**src/rtl/resolver_host_map.vh**
```
// timing and framing constants for the resolver position host
`ifndef RESOLVER_HOST_MAP_VH
`define RESOLVER_HOST_MAP_VH

// ****************************************************************
// clock and timing
// ****************************************************************
`define CLK_PERIOD_NS      25
`define SETUP_NS           600
`define SETUP_CYC          ((`SETUP_NS + `CLK_PERIOD_NS - 1) / `CLK_PERIOD_NS)
`define SCLK_PERIOD_NS     500
`define SCLK_HALF_CYC      ((`SCLK_PERIOD_NS / 2 + `CLK_PERIOD_NS - 1) / `CLK_PERIOD_NS)
`define HOLD_NS            100
`define HOLD_CYC           ((`HOLD_NS + `CLK_PERIOD_NS - 1) / `CLK_PERIOD_NS)
`define IDLE_NS            250
`define IDLE_CYC           ((`IDLE_NS + `CLK_PERIOD_NS - 1) / `CLK_PERIOD_NS)

// ****************************************************************
// word framing
// ****************************************************************
`define POS_BITS           12
`define MODE_RISE16        2'h0
`define MODE_INV13         2'h1
`define MODE_INV16         2'h2
`define LEN_13             5'h0d
`define LEN_16             5'h10
`define SHIFT_INV16        3
`define SHIFT_RISE16       4
`define COUNT_BITS         12

`endif

```
**src/rtl/quad_decoder.v**
```verilog
// 4x edge quadrature decoder with optional direction-pin counting
`timescale 1ns/100ps

module quad_decoder (
   input  wire        clk,
   input  wire        rst,
   input  wire        phaseA,
   input  wire        phaseB,
   input  wire        dirIn,
   input  wire        useDirPin,
   output reg  [11:0] count_r,
   output reg         stepUp_r,
   output reg         stepDown_r
);

   // ****************************************************************
   // synchronisers
   // ****************************************************************
   reg [2:0] meta_r;
   reg [2:0] sync_r;
   reg [2:0] prev_r;
   wire      aS = sync_r[0];
   wire      bS = sync_r[1];
   wire      dS = sync_r[2];
   wire      aP = prev_r[0];
   wire      bP = prev_r[1];
   reg       up;
   reg       down;

   // two stages before any edge logic; meta_r only feeds sync_r
   always @(posedge clk) begin
      if (rst) begin
         meta_r <= 3'h0;
         sync_r <= 3'h0;
         prev_r <= 3'h0;
      end else begin
         meta_r <= {dirIn, phaseB, phaseA};
         sync_r <= meta_r;
         prev_r <= sync_r;
      end
   end

   // edge/level decode of both phases
   always @* begin
      up   = ( aS & ~aP &  bS) | (~bS &  bP &  aS) |
             (~aS &  aP & ~bS) | ( bS & ~bP & ~aS);
      down = ( aS & ~aP & ~bS) | ( bS & ~bP &  aS) |
             (~aS &  aP &  bS) | (~bS &  bP & ~aS);
      if (useDirPin) begin
         // any edge counts, sense comes from the direction pin
         up   = (up | down) & dS;
         down = ((aS ^ aP) | (bS ^ bP)) & ~dS;
      end
   end

   // every edge of both phases is one lsb, four per cycle
   always @(posedge clk) begin
      if (rst) begin
         count_r    <= 12'h000;
         stepUp_r   <= 1'b0;
         stepDown_r <= 1'b0;
      end else begin
         stepUp_r   <= up;
         stepDown_r <= down;
         if (up)
            count_r <= count_r + 12'h001;
         else if (down)
            count_r <= count_r - 12'h001;
      end
   end

endmodule

```
**src/rtl/resolver_host.v**
```verilog
// host controller: serial angle reader plus quadrature position counter
`timescale 1ns/100ps
`include "resolver_host_map.vh"

// Functional notes
// - host shifting on same falling edge inverts the shift clock it delivers.
// - inverted-clock capture drops the first bit, keeps next twelve.
// - programmable-length inverted mode takes 13 bits and flags done.
// - fixed 16-bit inverted mode: void, twelve bits, three zeros, shift right three.
// - host expecting data on first falling edge inverts clock, one leading bit.
// - select comes from frame output; shift clock gated to the frame only.
// - rising-edge sampling keeps first bit valid; frame enable is select.
// - fixed 16-bit rising mode shifts right four and flags done after sixteen.
// - each A/B cycle is four one-lsb counts into a parallel word.
// - up and down counts follow the four edge/level combinations each.
// - count direction may come from the rotation-sense pin instead.
// - two address lines decode into at most one active select.
// - wait 600 ns after select low; shift clock no faster than 2 MHz.
// - hold select 100 ns after last edge, idle high 250 ns.
module resolver_host (
   input  wire        clk,
   input  wire        rst,
   input  wire        readReq,
   input  wire [1:0]  readMode,
   input  wire [1:0]  readAddr,
   output wire        readBusy,
   output reg         readDone_r,
   output reg  [11:0] angle_r,
   output reg         sclk_r,
   output wire [3:0]  selectN,
   input  wire        dataIn,
   input  wire        phaseA,
   input  wire        phaseB,
   input  wire        dirIn,
   input  wire        useDirPin,
   output wire [11:0] count,
   output wire        stepUp,
   output wire        stepDown
);

   // ****************************************************************
   // states and storage
   // ****************************************************************
   localparam [4:0] ST_IDLE  = 5'h01;
   localparam [4:0] ST_SETUP = 5'h02;
   localparam [4:0] ST_SHIFT = 5'h04;
   localparam [4:0] ST_HOLD  = 5'h08;
   localparam [4:0] ST_GAP   = 5'h10;

   reg  [4:0]  state_r;
   reg  [4:0]  state_nxt;
   reg  [7:0]  timer_r;
   reg  [4:0]  bitCnt_r;
   reg  [15:0] host_receive_shifter_r;
   reg  [1:0]  mode_r;
   reg  [1:0]  addr_r;
   reg         frame_r;       // host_frame_enable, drives the select
   reg         dataMeta_r;
   reg         dataSync_r;
   wire [11:0] host_receive_word;

   // word length of each receive style
   function [4:0] wordLen;
      input [1:0] m;
      begin
         if (m == `MODE_INV13)
            wordLen = `LEN_13;
         else
            wordLen = `LEN_16;
      end
   endfunction

   // align a received word to the twelve significant bits
   function [11:0] alignWord;
      input [1:0]  m;
      input [15:0] w;
      begin
         case (m)
            `MODE_INV13: alignWord = w[11:0];                    // void bit dropped
            `MODE_INV16: alignWord = w[`SHIFT_INV16 +: 12];
            default:     alignWord = w[`SHIFT_RISE16 +: 12];
         endcase
      end
   endfunction

   // ****************************************************************
   // timer reloads
   // ****************************************************************
   // the timer runs down to zero inclusive, so each reload is one short
   localparam integer SETUP_LOAD_I = `SETUP_CYC - 1;
   localparam integer HALF_LOAD_I  = `SCLK_HALF_CYC - 1;
   localparam integer HOLD_LOAD_I  = `HOLD_CYC + `SCLK_HALF_CYC - 1;
   localparam integer GAP_LOAD_I   = `IDLE_CYC - 1;
   localparam [7:0]   SETUP_LOAD   = SETUP_LOAD_I[7:0];
   localparam [7:0]   HALF_LOAD    = HALF_LOAD_I[7:0];
   localparam [7:0]   HOLD_LOAD    = HOLD_LOAD_I[7:0];
   localparam [7:0]   GAP_LOAD     = GAP_LOAD_I[7:0];

   // aligned view of the shifter; only taken into angle_r at frame end
   assign host_receive_word = alignWord(mode_r, host_receive_shifter_r);

   assign readBusy = ~state_r[0];

   // one select at a time from the latched address
   assign selectN = ~({3'h0, frame_r} << addr_r);

   // data pin crosses in through two flops
   always @(posedge clk) begin
      if (rst) begin
         dataMeta_r <= 1'b0;
         dataSync_r <= 1'b0;
      end else begin
         dataMeta_r <= dataIn;
         dataSync_r <= dataMeta_r;
      end
   end

   // ****************************************************************
   // sequencer
   // ****************************************************************
   always @* begin
      state_nxt = state_r;
      case (state_r)
         ST_IDLE:  if (readReq) state_nxt = ST_SETUP;
         ST_SETUP: if (timer_r == 8'h00) state_nxt = ST_SHIFT;
         ST_SHIFT: if (timer_r == 8'h00 && sclk_r && bitCnt_r == 5'h00)
                      state_nxt = ST_HOLD;
         ST_HOLD:  if (timer_r == 8'h00) state_nxt = ST_GAP;
         ST_GAP:   if (timer_r == 8'h00) state_nxt = ST_IDLE;
         default:  state_nxt = ST_IDLE;
      endcase
   end

   // the device launches on its falling edges and every style samples on
   // the rising pin edge. The inverted styles make one extra capture just
   // before the first fall, while the device has not yet launched its msb:
   // that is the void bit, dropped again by the alignment. bitCnt_r counts
   // the captures still owed; the clock parks once it reaches zero.
   always @(posedge clk) begin
      if (rst) begin
         state_r                <= ST_IDLE;
         timer_r                <= 8'h00;
         bitCnt_r               <= 5'h00;
         host_receive_shifter_r <= 16'h0000;
         mode_r                 <= `MODE_RISE16;
         addr_r                 <= 2'h0;
         frame_r                <= 1'b0;
         sclk_r                 <= 1'b1;
         readDone_r             <= 1'b0;
         angle_r                <= 12'h000;
      end else begin
         state_r    <= state_nxt;
         readDone_r <= 1'b0;
         if (timer_r != 8'h00)
            timer_r <= timer_r - 8'h01;
         case (state_r)
            ST_IDLE: begin
               sclk_r <= 1'b1;
               if (readReq) begin
                  mode_r   <= readMode;
                  addr_r   <= readAddr;
                  frame_r  <= 1'b1;
                  bitCnt_r <= wordLen(readMode);
                  timer_r  <= SETUP_LOAD;
               end
            end
            ST_SETUP: begin
               if (timer_r == 8'h00) begin
                  // first low half: a pin falling edge for the device
                  sclk_r  <= 1'b0;
                  timer_r <= HALF_LOAD;
                  if (mode_r == `MODE_INV13 || mode_r == `MODE_INV16) begin
                     // void capture ahead of the first fall
                     host_receive_shifter_r <= {host_receive_shifter_r[14:0], dataSync_r};
                     bitCnt_r               <= bitCnt_r - 5'h01;
                  end
               end
            end
            ST_SHIFT: begin
               if (timer_r == 8'h00) begin
                  sclk_r  <= ~sclk_r;
                  timer_r <= HALF_LOAD;
                  if (!sclk_r) begin
                     // sample on rising clock, data stable since the fall
                     host_receive_shifter_r <= {host_receive_shifter_r[14:0], dataSync_r};
                     bitCnt_r               <= bitCnt_r - 5'h01;
                  end else if (bitCnt_r == 5'h00) begin
                     sclk_r  <= 1'b1;                            // gated: clock parks high
                     timer_r <= HOLD_LOAD;
                  end
               end
            end
            ST_HOLD: begin
               if (timer_r == 8'h00) begin
                  frame_r           <= 1'b0;
                  timer_r           <= GAP_LOAD;
                  angle_r           <= host_receive_word;
                  readDone_r        <= 1'b1;
               end
            end
            ST_GAP: ;
            default: frame_r <= 1'b0;
         endcase
      end
   end

   // ****************************************************************
   // incremental path
   // ****************************************************************
   quad_decoder u_quad (
      .clk        (clk),
      .rst        (rst),
      .phaseA     (phaseA),
      .phaseB     (phaseB),
      .dirIn      (dirIn),
      .useDirPin  (useDirPin),
      .count_r    (count),
      .stepUp_r   (stepUp),
      .stepDown_r (stepDown)
   );

endmodule

```
**config.mk**
```make
export PLATFORM = sky130hd
export DESIGN_NAME = resolver_host
export DESIGN_NICKNAME = d
export VERILOG_FILES = /design/src/rtl/quad_decoder.v /design/src/rtl/resolver_host.v
export VERILOG_INCLUDE_DIRS = /design/src /design/src/rtl
export SDC_FILE = /design/constraint.sdc
export NUM_CORES = 1
export LEC_CHECK = 0
export BUFFER_PORTS_ARGS = -buffer_cell sky130_fd_sc_hd__buf_2
export CAP_MARGIN = 5
export CORE_MARGIN = 3
export CORE_UTILIZATION = 53
export CTS_CLUSTER_SIZE = 14
export DETAILED_ROUTE_END_ITERATION = 8
export PLACE_DENSITY = 0.76
export RECOVER_POWER = 50
export SLEW_MARGIN = 20
export SYNTH_ARGS = -nofsm -noshare
export SYNTH_HDL_FRONTEND = slang
export SYNTH_SLANG_ARGS = --single-unit
export TNS_END_PERCENT = 20
```
**constraint.sdc**
```tcl
create_clock -name clk -period 3.1 [get_ports clk]
set_clock_uncertainty 0.15 [all_clocks]
set_input_delay 0.31 -clock clk [delete_from_list [all_inputs] [get_ports clk]]
set_output_delay 0.31 -clock clk [all_outputs]
set_load 0.01 [all_outputs]
```
==> results of run 1 <==
## placed cells by master (no fill, tap or decap), drive strengths merged, types with 4 or more instances in the layout
cell,Yosys,final
a211oi,5,5
a21oi,56,56
a22oi,13,13
buf,8,29
clkbuf,16,35
dfxtp,77,77
ha,20,20
inv,19,21
mux2,4,4
mux2i,21,21
nand2,31,31
nand3,11,11
nand3b,7,7
nor2,86,86
nor2b,13,13
nor3,10,10
nor4,8,8
o21ai,19,19
or3,5,5
xnor2,8,8
xor2,5,5
## layer usage
metal	GRT usage, %	part of all wire (%)
met5	0	0
met1	25.7	45
met3	3.22	4.3
met2	35.2	49
met4	9.28	1.4
## sequential cells by signal, indices dropped and copies added, names as in the netlist, 2 cells and up
signal and flops:
angle_r 12, timer_r 8, u_quad.meta_r 3, host_receive_shifter_r 16, u_quad.prev_r 2, u_quad.count_r 12, u_quad.sync_r 3, state_r 5
bitCnt_r 5, mode_r 2, addr_r 2
## repair_timing
item                                   4_1_cts  5_1_grt
gates cloned                                 1        0
setup buffers                                1        0
gates resized for setup                      3       16
endpoints found under the hold margin        0        0
pin swaps                                    1        2
setup endpoints to repair                    4        5
## cells in the mapped netlist, drive strengths merged, types with 4 or more instances
cell type   n  area share, %
a211oi      5           0.93
a21oi      56            7.0
a22oi      13            2.4
buf         8            1.5
clkbuf     16            2.0
dfxtp      77             38
ha         20            6.2
inv        19            1.8
mux2        4            1.1
mux2i      21            5.2
nand2      31            2.9
nand3      11            1.4
nand3b      7            1.3
nor2       86            8.2
nor2b      13            2.0
nor3       10            1.4
nor4        8            1.6
o21ai      19            2.4
or3         5           0.78
xnor2       8            1.7
xor2        5            1.1
## worst register-to-register path: cells and delay by family (launching register included)
kind	cells	cell delay (ns)
mux	1	0.32
buf+inv	1	0.05
fa+ha+maj	2	0.50
simple gates	2	0.45
compound gates	6	1.15
flops	1	0.34
## path summary, 6_finish.rpt
kind                          from                end  slack, ns  cells past startpoint
setup / recovery  u_quad.prev_r[0]  u_quad.count_r[8]       0.05                     12
hold / removal              phaseB   u_quad.meta_r[1]       0.02                      2
setup reg to reg  u_quad.prev_r[0]  u_quad.count_r[8]       0.05                     12
hold reg to reg   u_quad.meta_r[1]   u_quad.sync_r[1]       0.29                      1
## where the power goes
| part | switching [mW] | internal [mW] |
|---|---|---|
| registers | 0.0943 | 1.09 |
| logic | 0.540 | 0.423 |
| clock network | 0.388 | 0.378 |
## layout make-up
cell class              count  area (µm²)
multi-input cells         366        2340
clock inverters             6        70.1
well taps                  99         124
repair buffers             54         267
flip-flops and latches     77        1550
clock buffers              10         128
inverters                  19        71.3
fillers                   641        2790
## stage by stage
stage	area (µm²)	TNS, ns	setup WS, ns	total power, mW	cells
finish	4540	0	0.0467	2.91	631
global route	4540	-0.0812	-0.0812	3.12	631
CTS	4520	0	0.00614	2.91	631
detailed placement	4300	-0.249	-0.110	2.13	613
global placement	4300	0	0.0437	2.10	613
floorplan	4030	0	0.105	1.93	485
## logic make-up (layout without fill, tap and decap cells)
kind of cell	count (synthesis)	in the layout	synth area share [%]
AO/OA/AOI/OAI	114	115	17.1
adder cells (fa/ha/maj)	21	21	6.70
buffers and inverters	43	89	5.24
multiplexers	25	25	6.33
AND/OR/NAND/NOR	192	192	23.5
XOR/XNOR	13	13	2.82
flip-flops	77	77	38.2
==> impl_results.md, run 1 <==
- Outcome: completed
- Site row count: 31
- Slew at the pin closest to its max-slew limit: 0.767 ns
- Cell with the biggest individual delay on the critical path: a311o_1
- Core region area: 7330 µm²
- Congestion Overflow GR: 0
- Vias in the first global route: 3286
- CTS max path bufs: 2
- Routed vias: 3492
- HP Class: in -> reg
- Area growth from synthesis to layout: 12.7%
- Pin count of the biggest net entering global routing: 70
- Horizontal die dimension: 93.2 µm
- Average wire per cell in the routed design: 13.5 µm
- Final hold slack: 0.0204 ns
- Nets: 560
- Detailed Place HPWL: 5820 µm
- Average instance area after synthesis: 8.31 µm²
- Num CTS Buffers: 9
- Cell Area, Synth: 4030 µm²
- Tightest slew margin relative to the limit: 48.8%
- Diode insertion count for antenna repair: 0
- CP Class: reg -> reg
- Gp weighted congestion: 0.907
- Top achievable clock speed: 328 MHz
- Critical path required time: 3.22 ns
- Seq cells post-synth: 77
- Sequential share of the synthesized area: 38.2%
- Nets in the synthesized netlist: 518
- Critical path cell sequence: inv_1, ha_1, mux2_2, o21ai_4, a31o_4, ha_1, nor2b_1, o21ai_1, a21oi_2, or2_2, a311o_1, o211ai_1
- Average vias per placed instance: 5.53
- Global-route wire length before repair: 14600 µm
- Post-route fraction of the period consumed by the critical path: 98.5%
- DRC violations left: 0
- Max FO, Critical Path: 5
- Number of H-tree levels: 3
- Final setup viols: 0
- GRT Util Overall: 20.6%
- YS warnings: 0
- Peak supply drop: 0.436 mV
- Finished Core Util: 62.0%
- Pins Over Slew Limit: 0
- Area of the die: 8690 µm²
- Count of antenna-violating nets left after detailed routing: 0
- Number of flops mapped to enable cells by yosys: 0
- Delay of the slowest critical-path stage: 0.36 ns
- Number of buffers and inverters on the critical path: 1
- Total number of clock tree sinks: 77
- Later-pin clock latency in the skew report: 0.35 ns
- Starting utilization of the core area: 55.0%
- Largest delay share family, worst path: compound AO/OA/AOI/OAI gates
- Synthesized instance count: 485
- Kind of capture point of the worst setup path: flip-flop
- Total detailed-routing wirelength: 8530 µm
- Hold Vio Cnt, Final: 0
- Post-CTS Hold Fix Bufs: 0
- I/O pins: 45
- Clock tree from TritonCTS: yes
- Setup repair after global routing missed its margin: yes
- CTS clk-pin slew, worst paths: 0.08 ns
- Synth Flop Type: dfxtp_1
- Die Y: 93.2 µm
- Leakage component of the power: 1.71 nW
- # port buffers: 44
- Library cells used by synthesis: 60
- Buffer cell driving the clock tree root: clkbuf_8
- Drt first pass iters: 4
- Post-layout min period: 3.05 ns
- Async set or reset register ratio after synthesis: 0%
- CP Launch Type: flip-flop
- Initial detailed-routing violation count: 151
- Number of antenna violations at the first check in global routing: 0
- Data arrival, critical path: 3.18 ns
- Fraction of layout cells with a size suffix above 1: 14.5%
- Max-capacitance violation count: 0
- Critical path's most frequent cell: ha_1
- Pwr/cell area: 641 nW/µm²
Note: power is estimated with default switching activity, not from simulation.
==> inputs of run 2 (changes only) <==
--- a/config.mk
+++ b/config.mk
@@ -14,6 +14,7 @@
 export DETAILED_ROUTE_END_ITERATION = 8
 export PLACE_DENSITY = 0.76
 export RECOVER_POWER = 50
+export REMOVE_ABC_BUFFERS = 1
 export SLEW_MARGIN = 20
 export SYNTH_ARGS = -nofsm -noshare
 export SYNTH_HDL_FRONTEND = slang
==> run 2 against run 1 <==
The run now ends with max-capacitance violations, max-slew violations left; fmax fell by 0.37%; first-iteration DRC count rose by 19%; critical endpoint is now u_quad.count_r[11]; highest routed layer unchanged; core utilization rose by 0.29 points; via count shrank 0.49%; largest power group unchanged; final cell count down 0.16%.
==> impl_results.md, run 2 (synthesis results as in run 1) <==
- # port buffers: 44 (unchanged)
- Flop2flop setup slack: 0.04 ns (about the same)
- Final setup viols: 0 (unchanged)
- GRT Util Overall: 20.1% (-0.58 points)
- Int Power: 1.99 mW (+5.6%)
- Data arrival, critical path: 3.15 ns (-0.03 ns)
- Total detailed-routing wirelength: 8500 µm (-0.36%)
- CTS max path bufs: 2 (unchanged)
- Worst reg2reg endpoint: u_quad.count_r[11]
- Detailed Place HPWL: 5770 µm (-0.80%)
- First element of the critical path: u_quad.sync_r[0]
- Area occupied by registers: 1540 µm² (-0.24%)
- Sequential fraction of design power: 39.3% (-1.3 points)
- Site row count: 31 (unchanged)
- Buffer cell driving the clock tree root: clkbuf_8
- I/O pins: 45 (unchanged)
- Gate power share: 33.4% (+0.3 points)
- Area growth from synthesis to layout: 13.2%
- Diode insertion count for antenna repair: 0 (unchanged)
- Critical path's most frequent cell: mux2_2
- Area of the die: 8690 µm² (unchanged)
- Core region area: 7330 µm² (unchanged)
- Fill cell instance count of the final layout: 643 (+0.31%)
- Critical path required time: 3.19 ns (-0.03 ns)
- Post-Place Worst Slack: -0.128 ns (-0.0186 ns)
- Delay of the slowest critical-path stage: 0.36 ns (about the same)
- Global-route wire length before repair: 14200 µm (-2.6%)
- Routed vias: 3475 (-0.49%)
- Worst setup endpoint: u_quad.count_r[11]
- Multi-input logic area: 2360 µm² (+1.2%)
- Number of antenna violations at the first check in global routing: 0 (unchanged)
- Nets: 560 (unchanged)
- Most flops, register: host_receive_shifter_r
- Count of cells along the worst hold path: 2 (unchanged)
- Average vias per placed instance: 5.52 (-0.33%)
- Leading registers by flop count: host_receive_shifter_r x16, angle_r x12, u_quad.count_r x12
- Later-pin clock latency in the skew report: 0.34 ns (about the same)
- Number of H-tree levels: 3 (unchanged)
- Share of total power in the clock network: 27.3% (+1.0 points)
- Total number of clock tree sinks: 77 (unchanged)
- Slack of the critical path: 0.0355 ns (-0.0112 ns)
- Top achievable clock speed: 326 MHz (-0.37%)
- Post-layout min period: 3.06 ns (+0.0112 ns)
- Slew at the pin closest to its max-slew limit: 1.65 ns (+0.881 ns)
- Post-placement cell count: 613 (unchanged)
- Num CTS Buffers: 9 (unchanged)
- HP Class: in -> reg
- Startpoint of the worst-slack reg-to-reg timing path: u_quad.sync_r[0]
- Clock tree from TritonCTS: yes
- Average wire per cell in the routed design: 13.5 µm (-0.21%)
- Final instance count without filler cells: 630 (-0.16%)
- Critical path cell sequence: inv_1, ha_1, mux2_2, o21ai_4, a31o_4, ha_1, a21oi_1, nor2_2, o21ai_2, o21ai_1, mux2_2, mux2_2
- Die Y: 93.2 µm (unchanged)
- Post-route fraction of the period consumed by the critical path: 98.9% (+0.36 points)
- Setup repair after global routing missed its margin: yes
- Hold Vio Cnt, Final: 0 (unchanged)
- Leakage component of the power: 1.71 nW (about the same)
- Horizontal die dimension: 93.2 µm (unchanged)
- Drt first pass iters: 4 (unchanged)
- CP Launch Type: flip-flop
- Outcome: complete, but fails checks
- Post-CTS Hold Fix Bufs: 0 (unchanged)
- Tightest slew margin relative to the limit: -9.87% (-59 points)
- Worst Reg2Reg Path Length in Cells: 12 (unchanged)
- Cell with the biggest individual delay on the critical path: dfxtp_1
- CTS clk-pin slew, worst paths: 0.08 ns (about the same)
- Pins Over Slew Limit: 42 (+42)
- Count of antenna-violating nets left after detailed routing: 0 (unchanged)
- Failing checks: max-capacitance violations, max-slew violations
- Pwr/cell area: 658 nW/µm² (+2.7%)
- Max FO, Critical Path: 5 (unchanged)
- Max-capacitance violation count: 1 (+1)
- CP Class: reg -> reg
- Vias in the first global route: 3230 (-1.7%)
- Pin count of the biggest net entering global routing: 42 (-40%)
- Gp weighted congestion: 0.908 (+0.19%)
- Switching pwr: 1.01 mW (-1.3%)
- Initial detailed-routing violation count: 180 (+19%)
- DRC violations left: 0 (unchanged)
- Most common cell after layout, fill and taps aside: nor2_1
- Most frequent cells in the layout: 84 x nor2_1, 77 x dfxtp_1, 54 x a21oi_1, 35 x clkbuf_1, 30 x nand2_1
- Peak supply drop: 0.288 mV (-34%)
- Switching share of total power: 33.6% (-1.5 points)
- Congestion Overflow GR: 0 (unchanged)
- Starting utilization of the core area: 55.0% (unchanged)
- Kind of capture point of the worst setup path: flip-flop
- Fraction of layout cells with a size suffix above 1: 12.6% (-1.9 points)
- Max reg flops: 16 (unchanged)
-- run 2: per-stage QoR --
stage	hold WS [ns]	cell area, µm²	util (%)	total power, mW	TNS [ns]
floorplan	0.227	3890	-	1.90	0
global route	0.00667	4560	62.2	3.19	-0.103
detailed placement	0.276	4300	58.7	2.14	-0.301
finish	0.0242	4560	62.2	3.00	0
global placement	0.273	4300	58.7	2.10	0
CTS	0.00154	4540	62.0	2.98	0
-- run 2: worst min path at each step --
stage / end / slack [ns] / start
final: dataMeta_r / 0.02 / dataIn
after global routing: dataMeta_r / 0.007 / dataIn
after CTS: dataMeta_r / 0.002 / dataIn
after detailed placement: dataSync_r / 0.28 / dataMeta_r
after global placement: dataSync_r / 0.27 / dataMeta_r
after floorplan: u_quad.prev_r[0] / 0.23 / rst
-- run 2: power by group through the flow --
stage | Combinational, mW | Clock (mW) | Sequential [mW]
global route | 1.12 | 0.872 | 1.19
detailed placement | 0.938 | 0 | 1.20
floorplan | 0.695 | 0 | 1.20
global placement | 0.907 | 0 | 1.19
CTS | 0.964 | 0.841 | 1.18
finish | 1.00 | 0.820 | 1.18
-- run 2: timing repair --
item | in CTS | in global routing
resized for setup | 6 | 13
buffers inserted | 1 | 0
endpoints found under the setup margin | 4 | 5
cloned | 1 | 0
pin swaps | 1 | 4
-- run 2: layout make-up --
cell class / count / area share, %
Clock buffer: 11 / 3.10
Clock inverter: 4 / 1.59
Inverter: 19 / 1.56
Multi-Input combinational cell: 366 / 51.8
Sequential cell: 77 / 33.8
Tap cell: 99 / 2.71
Timing Repair Buffer: 54 / 5.43
-- run 2: routing by layer --
metal	global-route usage, %	wire, µm
met5	0	0
met2	34.9	4220
met4	7.33	136
met3	4.42	395
met1	24.2	3750
-- run 2: critical path, delay by kind of cell, from the launching register on --
family	cells	cell delay [ns]
adder cells (fa/ha/maj)	2	0.44
buffers and inverters	1	0.07
multiplexers	3	0.85
AO/OA/AOI/OAI	5	1.00
AND/OR/NAND/NOR	1	0.08
flip-flops	1	0.36
